[src/rtl/sslp_pkg.sv]
// package for the synthesizer serial latch programming port
package sslp_pkg;
  // ****************************************
  // word layout
  // ****************************************
  localparam int WORD_W = 24;
  localparam int SEL_LSB = 0;
  localparam int SEL_W = 2;
  localparam int CRST_POS = 2;  // counter_reset_bit
  localparam int SPD_POS = 3;   // soft_powerdown_bit
  localparam logic [1:0] SEL_REF = 2'h0;
  localparam logic [1:0] SEL_FBK = 2'h1;
  localparam logic [1:0] SEL_FUNC = 2'h2;
  localparam logic [23:0] LATCH_RST = 24'h000000;
  // ****************************************
  // timing
  // ****************************************
  localparam int CLK_MHZ = 50;
  localparam int BIAS_SETTLE_US = 1;
  localparam int BIAS_SETTLE_CYC = BIAS_SETTLE_US * CLK_MHZ;
  localparam logic [7:0] SETTLE_CNT = 8'(BIAS_SETTLE_CYC);

  typedef struct packed {
    logic [23:0] ref_word;
    logic [23:0] fbk_word;
    logic [23:0] func_word;
  } sslp_latches_t;
endpackage : sslp_pkg

[src/rtl/sslp_top.sv]
// serial latch programming port with power-down and counter-reset control
`timescale 1ns/10ps
`default_nettype none
module sslp_top (
  // clock and reset
  input  wire logic                  CORE_CLK,
  input  wire logic                  SYS_RST,
  // serial pins from host
  input  wire logic                  SER_CLK,
  input  wire logic                  SER_DATA,
  input  wire logic                  LOAD_STROBE,
  input  wire logic                  CHIP_EN,
  // latch contents and control
  output var sslp_pkg::sslp_latches_t LATCHES,
  output logic                       POWERED_DOWN,
  output logic                       COUNTERS_RESET,
  output logic                       OUTPUT_ACTIVE,
  output logic                       BIAS_SETTLED
);
  // ****************************************
  // pin synchronisers
  // ****************************************
  logic [2:0] sync1;
  logic [2:0] sync2;
  logic [2:0] prev;
  // first stage read only by the second stage
  always_ff @(posedge CORE_CLK or posedge SYS_RST) begin
    if (SYS_RST) begin
      sync1 <= 3'h0;
      sync2 <= 3'h0;
      prev  <= 3'h0;
    end else begin
      sync1 <= {LOAD_STROBE, SER_DATA, SER_CLK};
      sync2 <= sync1;
      prev  <= sync2;
    end
  end

  wire sclk_rise   = sync2[0] & ~prev[0];
  wire sdata       = sync2[1];
  wire strobe_rise = sync2[2] & ~prev[2];

  // ****************************************
  // input register
  // ****************************************
  logic [23:0] shreg;
  // shift per rising edge; msb first so select bits land in the lsbs
  // no power-down term here, shifting keeps going
  always_ff @(posedge CORE_CLK or posedge SYS_RST) begin
    if (SYS_RST) begin
      shreg <= sslp_pkg::LATCH_RST;
    end else if (sclk_rise) begin
      shreg <= {shreg[22:0], sdata};
    end
  end

  wire [1:0] sel    = shreg[sslp_pkg::SEL_LSB +: sslp_pkg::SEL_W];
  // strobe rise decodes select; code 11 matches none
  wire       ld_ref  = strobe_rise & (sel == sslp_pkg::SEL_REF);
  wire       ld_fbk  = strobe_rise & (sel == sslp_pkg::SEL_FBK);
  wire       ld_func = strobe_rise & (sel == sslp_pkg::SEL_FUNC);

  // ****************************************
  // latches
  // ****************************************
  logic [2:0] written;
  // latches reset only with system reset, never by chip enable
  always_ff @(posedge CORE_CLK or posedge SYS_RST) begin
    if (SYS_RST) begin
      LATCHES <= '{default: sslp_pkg::LATCH_RST};
      written <= 3'h0;
    end else begin
      if (ld_ref) LATCHES.ref_word <= shreg;
      if (ld_fbk) LATCHES.fbk_word <= shreg;
      if (ld_func) LATCHES.func_word <= shreg;
      written <= written | {ld_func, ld_fbk, ld_ref};
    end
  end

  // ****************************************
  // power-down and counter control
  // ****************************************
  // chip enable gates combinationally, no clock needed
  wire soft_pd = LATCHES.func_word[sslp_pkg::SPD_POS];
  assign POWERED_DOWN = ~CHIP_EN | soft_pd;
  // counters held by the counter_reset_bit or power-down
  // one shared release so both counters restart together
  assign COUNTERS_RESET = LATCHES.func_word[sslp_pkg::CRST_POS] | POWERED_DOWN;
  // inactive until all three latches written
  assign OUTPUT_ACTIVE = (&written) & ~POWERED_DOWN;

  // bias settle timer, informational; the pin itself is async so it is synchronised here
  logic ce_s1;
  logic ce_s2;
  logic [7:0] settle;
  always_ff @(posedge CORE_CLK or posedge SYS_RST) begin
    if (SYS_RST) begin
      ce_s1  <= 1'b0;
      ce_s2  <= 1'b0;
      settle <= 8'h00;
    end else begin
      ce_s1  <= CHIP_EN;
      ce_s2  <= ce_s1;
      settle <= !ce_s2 ? 8'h00 : (settle == sslp_pkg::SETTLE_CNT ? settle : settle + 8'h01);
    end
  end
  assign BIAS_SETTLED = (settle == sslp_pkg::SETTLE_CNT);

  // ****************************************
  // assertions
  // ****************************************
  // shifting: one bit per synchronised serial rise, msb first
  property p_shift;
    @(posedge CORE_CLK) disable iff (SYS_RST) sclk_rise |=> shreg[0] == $past(sdata);
  endproperty
  a_shift: assert property (p_shift) else $error("shift bit lost");
  property p_msb;
    @(posedge CORE_CLK) disable iff (SYS_RST) sclk_rise |=> shreg[23:1] == $past(shreg[22:0]);
  endproperty
  a_msb: assert property (p_msb) else $error("shift order wrong");
  // power-down must leave the shift path running
  property p_pdshift;
    @(posedge CORE_CLK) disable iff (SYS_RST) (POWERED_DOWN && sclk_rise) |=> shreg[0] == $past(sdata);
  endproperty
  a_pdshift: assert property (p_pdshift) else $error("shift stopped in power-down");

  // loading: select codes 00, 01 and 10 each land in their own latch only
  property p_load;
    @(posedge CORE_CLK) disable iff (SYS_RST) ld_ref |=> LATCHES.ref_word == $past(shreg);
  endproperty
  a_load: assert property (p_load) else $error("reference load wrong");
  property p_loadfbk;
    @(posedge CORE_CLK) disable iff (SYS_RST) ld_fbk |=> LATCHES.fbk_word == $past(shreg);
  endproperty
  a_loadfbk: assert property (p_loadfbk) else $error("feedback load wrong");
  property p_loadfunc;
    @(posedge CORE_CLK) disable iff (SYS_RST) ld_func |=> LATCHES.func_word == $past(shreg);
  endproperty
  a_loadfunc: assert property (p_loadfunc) else $error("function load wrong");
  property p_pdload;
    @(posedge CORE_CLK) disable iff (SYS_RST) (POWERED_DOWN && ld_fbk) |=> LATCHES.fbk_word == $past(shreg);
  endproperty
  a_pdload: assert property (p_pdload) else $error("load lost in power-down");
  // code 11 is a dead load: neither data nor the written mask moves
  property p_sel11;
    @(posedge CORE_CLK) disable iff (SYS_RST) (strobe_rise && sel == 2'h3) |=> $stable(LATCHES);
  endproperty
  a_sel11: assert property (p_sel11) else $error("code 11 wrote a latch");
  property p_ld11;
    @(posedge CORE_CLK) disable iff (SYS_RST) (strobe_rise && sel == 2'h3) |=> written == $past(written);
  endproperty
  a_ld11: assert property (p_ld11) else $error("code 11 marked a latch written");
  // latches hold between loads, chip enable or not
  property p_keep;
    @(posedge CORE_CLK) disable iff (SYS_RST) (!strobe_rise) |=> $stable(LATCHES);
  endproperty
  a_keep: assert property (p_keep) else $error("latch changed without load");

  // power-down and counter hold
  property p_pd;
    @(posedge CORE_CLK) disable iff (SYS_RST) !CHIP_EN |-> POWERED_DOWN && !OUTPUT_ACTIVE;
  endproperty
  a_pd: assert property (p_pd) else $error("not powered down");
  property p_crst;
    @(posedge CORE_CLK) disable iff (SYS_RST) LATCHES.func_word[2] |-> COUNTERS_RESET;
  endproperty
  a_crst: assert property (p_crst) else $error("counters not held");
  property p_crstpd;
    @(posedge CORE_CLK) disable iff (SYS_RST) POWERED_DOWN |-> COUNTERS_RESET;
  endproperty
  a_crstpd: assert property (p_crstpd) else $error("counters run in power-down");

  // output enable: three latches written and not powered down
  property p_act;
    @(posedge CORE_CLK) disable iff (SYS_RST) OUTPUT_ACTIVE |-> written == 3'h7;
  endproperty
  a_act: assert property (p_act) else $error("active too early");
  // a rise needs a fresh load or a power-down release one edge before
  property p_actrise;
    @(posedge CORE_CLK) disable iff (SYS_RST) $rose(OUTPUT_ACTIVE) |-> $past(strobe_rise) || $past(POWERED_DOWN);
  endproperty
  a_actrise: assert property (p_actrise) else $error("output woke without cause");

  // bias timer restarts with every chip-enable drop
  property p_settle;
    @(posedge CORE_CLK) disable iff (SYS_RST) !ce_s2 |=> !BIAS_SETTLED;
  endproperty
  a_settle: assert property (p_settle) else $error("settle flag kept after disable");
  property p_settlehold;
    @(posedge CORE_CLK) disable iff (SYS_RST) (ce_s2 && settle == sslp_pkg::SETTLE_CNT) |=> BIAS_SETTLED;
  endproperty
  a_settlehold: assert property (p_settlehold) else $error("settle flag dropped while enabled");

  // ****************************************
  // coverage
  // ****************************************
  // main scenarios: loads, power-down, counter hold, dead code
  c_func: cover property (@(posedge CORE_CLK) ld_func);
  c_active: cover property (@(posedge CORE_CLK) OUTPUT_ACTIVE);
  c_pdload: cover property (@(posedge CORE_CLK) POWERED_DOWN && ld_fbk);
  c_crst: cover property (@(posedge CORE_CLK) COUNTERS_RESET && !POWERED_DOWN);
  c_sel11: cover property (@(posedge CORE_CLK) strobe_rise && sel == 2'h3);
endmodule : sslp_top
`default_nettype wire

[config.mk]
export PLATFORM = sky130hd
export DESIGN_NAME = sslp_top
export DESIGN_NICKNAME = d
export VERILOG_FILES = /design/src/rtl/sslp_pkg.sv /design/src/rtl/sslp_top.sv
export SDC_FILE = /design/constraint.sdc
export NUM_CORES = 1
export LEC_CHECK = 0
export ABC_CLOCK_PERIOD_IN_PS = 7660
export BUFFER_PORTS_ARGS = -buffer_cell sky130_fd_sc_hd__buf_4
export CORE_MARGIN = 10
export CORE_UTILIZATION = 40
export CTS_BUF_LIST = sky130_fd_sc_hd__clkbuf_16
export DETAILED_ROUTE_END_ITERATION = 8
export GPL_TIMING_DRIVEN = 0
export PLACE_DENSITY = 0.64
export SLEW_MARGIN = 20
export SYNTH_ARGS = -nofsm -noshare
export SYNTH_HDL_FRONTEND = slang
export SYNTH_SLANG_ARGS = --single-unit
[constraint.sdc]
create_clock -name CORE_CLK -period 7.66 [get_ports CORE_CLK]
set_clock_uncertainty 0.2 [all_clocks]
set_input_delay 0.383 -clock CORE_CLK [delete_from_list [all_inputs] [get_ports CORE_CLK]]
set_output_delay 0.383 -clock CORE_CLK [all_outputs]
set_load 0.01 [all_outputs]
* Word-level counts from Yosys, hierarchy flattened
Index checks and enable logic that the tools add are counted.
Widths: inputs -> output; s select.
** Word-level totals
- Output and inout port bits :: 76
- RAM bits :: 0
- Flip-flop bits (word level) :: 118
- Bits in read-only memories :: 0
- Logic and storage cells :: 33
- Memories kept :: 0
- Bits in latches :: 0
- Input port bits :: 6
** Operators by class
- $add $sub $neg :: 1
- Bitwise logic cells :: 13
- Order comparisons :: 0
- Divide/modulo/power cells :: 0
- Mux-type cells :: 2
- Shifts and indexed selects :: 0
- Equal/unequal tests :: 4
- Multipliers :: 0
- Reductions and logical operators :: 2
** Operator list (number)
- $mux 8 :: 2
- $add 8x1->8 const B :: 1
- $eq 8x6->1 const B :: 1
- $and 1x1->1 :: 6
- $not 1->1 :: 4
- $or 3x3->3 :: 1
- $reduce_and 3->1 :: 1
- $eq 2x1->1 const B :: 1
- $eq 2x2->1 const B :: 1
- $logic_not 2->1 :: 1
- $ne 2x2->1 const B :: 1
- $or 1x1->1 :: 2

* Logic depth before layout (Yosys ltp)
- Depth in word-level cells :: 4
- Gate-level depth with buffers :: 5
- Mapped depth without buffers :: 5

* Worst setup path after synthesis
No wires, ideal clock.
- Kind :: reg-to-output
- From :: register settle[0]
- To :: output BIAS_SETTLED
- Arrival time :: 1.290 ns
- Slack :: 5.787 ns
- Path buffers :: 0
- Data required time :: 7.077 ns
- Stages on the path, launching flop included :: 5
- Cell sequence :: dfrtp_1 > inv_1 > ha_1 > or4b_4 > nor3_4
** On the way
- Word-level cells in the longest chain between the ends :: 1
** RTL lines
- start: declaration :: line sslp_top.sv:95 : logic [7:0] settle;
- start signal: assignment :: line sslp_top.sv:104 : settle <= !ce_s2 ? 8'h00 : (settle == sslp_pkg::SETTLE_CNT ? settle : settle + 8'h01);
- $eq 8x6->1 :: line sslp_top.sv:107 : assign BIAS_SETTLED = (settle == sslp_pkg::SETTLE_CNT);
- end: declaration :: line sslp_top.sv:18 : output logic BIAS_SETTLED
Every way passes these cells.

* Worst setup path after layout
Same ends and word-level chain as after synthesis.

==> metrics.cfg <==
[layout]
final_common_cell = dfrtp_1
layout_common_cells = dfrtp_1 (117), mux2_2 (85), buf_4 (81)
nNetsFinal = 384
fill_cells = 906
area_growth_pct = 34.0
drive_gt1_share_pct = 56.8
finish.utilization_pct = 54.7
antenna_cells = 0

[sta]
setup_viol = 0
fmax_mhz = 402
slew_violations = 0
hold_viol = 0
worstMarginPinSlew_ps = 617
layout_min_cycle_time_ps = 2490
slew_headroom_pct = 58.7
final.period_utilization_pct = 32.4
setup_tns_ps = 0
rsz0062_at_grt = false

[floorplanning]
ios = 82
fp.coreArea_um2 = 10800
die-area_um2 = 15700
initial_core_util_pct = 40.8
std_cell_rows = 38
die_h_um = 125
chipWidth_um = 125

[synthesis]
ys_types = 27
ys_warn_count = 0
seq_area_frac_synth_pct = 66.1
syn_inst = 270
syn-num-nets = 278
synth-seq-cells = 117
syn_area_um2 = 4430
syn_avg_cell_area_um2 = 16.4

[global_route]
antenna_found_initial = 0
first_global_vias = 2672
grt_max_degree = 67
grt_pass1_wl_um = 14600
grt.total_usage_pct = 11.6
grt_overflow_total = 0

[clock_network]
clk_path_buf_depth = 2
cts-buffers-inserted = 17
clock_latency_ps = 400
cts_tree = yes
ctsHtreeMaxLevel = 4
cts.sinks = 117
path_clk_slew_ps = 60
clockRootBuffer = clkbuf_16

[critical_path]
critPathKind = reg2out
worstReg2RegStart = shreg[0]
worstPathRequired_ps = 7080
crit_path_max_fanout = 5
reg2reg_depth = 3
rrSetupSlack_ps = 5690
timing.rr.end = LATCHES[65]
endpoint_kind = primary output
cp.arrival_ps = 1900
cp-start-kind = register

[detailed_routing]
drc = 0
drt_first_iter_violations = 115
wire_per_inst_um = 16.8
via_per_inst = 4.77
ant_nets = 0
first_pass_iters = 4
vias = 2522
wl_um = 8890

[power_and_ir_drop]
power_leakage_nw = 2.92
power_density_nw_per_um2 = 352
ir_drop_v = 0.000195

[place]
dpl.hpwl_um = 5890
portBuffers = 81
gp_congestion = 0.677

[worst_hold_path]
hold_depth = 0
whs_endpoint = sync2[1]
hp-start = sync1[1]
hold_path_class = reg2reg

[run_status]
outcome = complete, no violations

[run]
cap_violations = 0

-- cells in the mapped netlist, drive strengths merged --
library cell	n	area [um^2]
ha	2	25.0
or4b	1	13.8
or2	6	37.5
buf	10	100
nor3	1	16.3
or3	3	18.8
xor2	1	8.76
mux2i	2	20.0
nand2b	3	18.8
a21boi	3	22.5
o21ai	3	15.0
clkbuf	2	7.51
and4bb	2	25.0
dfrtp	117	2930
nor2	2	7.51
nand2	5	18.8
nand4	1	6.26
mux2	90	1030
xnor2	2	17.5
nor4b	1	23.8
nand3	4	20.0
and2	2	12.5
nor2b	4	25.0
inv	3	11.3
-- sequential cells by signal, indices dropped and copies added, names as in the netlist --
register	flops
prev	2
sync2	3
settle	8
shreg	24
ce_s2	1
LATCHES	72
sync1	3
ce_s1	1
written	3
-- through the flow --
step	total power [mW]	cells	hold slack (ps)	setup slack, ps	area [um^2]
6_report	2.09	529	145	5170	5930
5_1_grt	2.19	529	159	5040	5930
4_1_cts	2.12	529	146	5130	5930
3_5_place_dp	1.26	492	137	5560	5240
3_3_place_gp	1.24	491	132	2730	5210
2_1_floorplan	1.04	270	131	3980	4430
-- cell type report --
class                   instances  area [um^2]  share of cell area [%]
multi-input cells             138         1380                    23.3
well taps                     140          175                    2.95
plain buffers                  12          108                    1.81
clock inverters                15          213                    3.59
flip-flops and latches        117         2930                    49.4
repair buffers                 87          686                    11.6
inverters                       3         16.3                   0.274
clock buffers                  17          425                    7.17
-- report_power, final --
| part | internal (mW) | switching, mW |
|---|---|---|
| clock network | 0.574 | 0.275 |
| logic | 0.234 | 0.153 |
| registers | 0.752 | 0.0994 |
| total | 1.56 | 0.527 |
-- critical path, stage by stage (launching register included) --
cell and delay (ps):
dfrtp_1 420, inv_1 90, ha_1 130, or4b_4 460, nor3_4 230, buf_4 170
-- layer usage --
metal | vias to the layer above | share of wire [%] | GRT usage, %
met5 | - | 0 | 0
met4 | 0 | 0.88 | 4.88
met3 | 8 | 7.8 | 5.96
met2 | 59 | 47 | 17.6
met1 | 1292 | 44 | 13.5
li1 | 1163 | - | -
-- worst max-delay path by stage --
stage,from,endpoint,slack (ps),cells past startpoint
floorplan,SYS_RST,LATCHES[0],3980,1
global placement,SYS_RST,settle[6],2730,2
detailed placement,settle[0],BIAS_SETTLED,5560,5
CTS,settle[0],BIAS_SETTLED,5130,5
global route,settle[0],BIAS_SETTLED,5040,5
finish,settle[0],BIAS_SETTLED,5170,5
-- repair_timing --
action | in CTS | in global routing
gates resized for setup | 0 | 0
hold buffers | 5 | 0
buffers inserted | 0 | 0
hold endpoints to repair | 55 | 0
-- kinds of logic (layout without fill, tap and decap cells) --
group,count (synthesis),after routing,share of synthesized area (%)
xor gates and xnor gates,3,3,0.593
and+or+nand+nor,35,35,5.51
adders and majority gates,2,2,0.565
DFF,117,117,66.1
buffers and inverters,15,134,2.68
AOI/OAI and AO/OA,6,6,0.848
muxes,92,92,23.7
(Power assumes the default switching activity.)
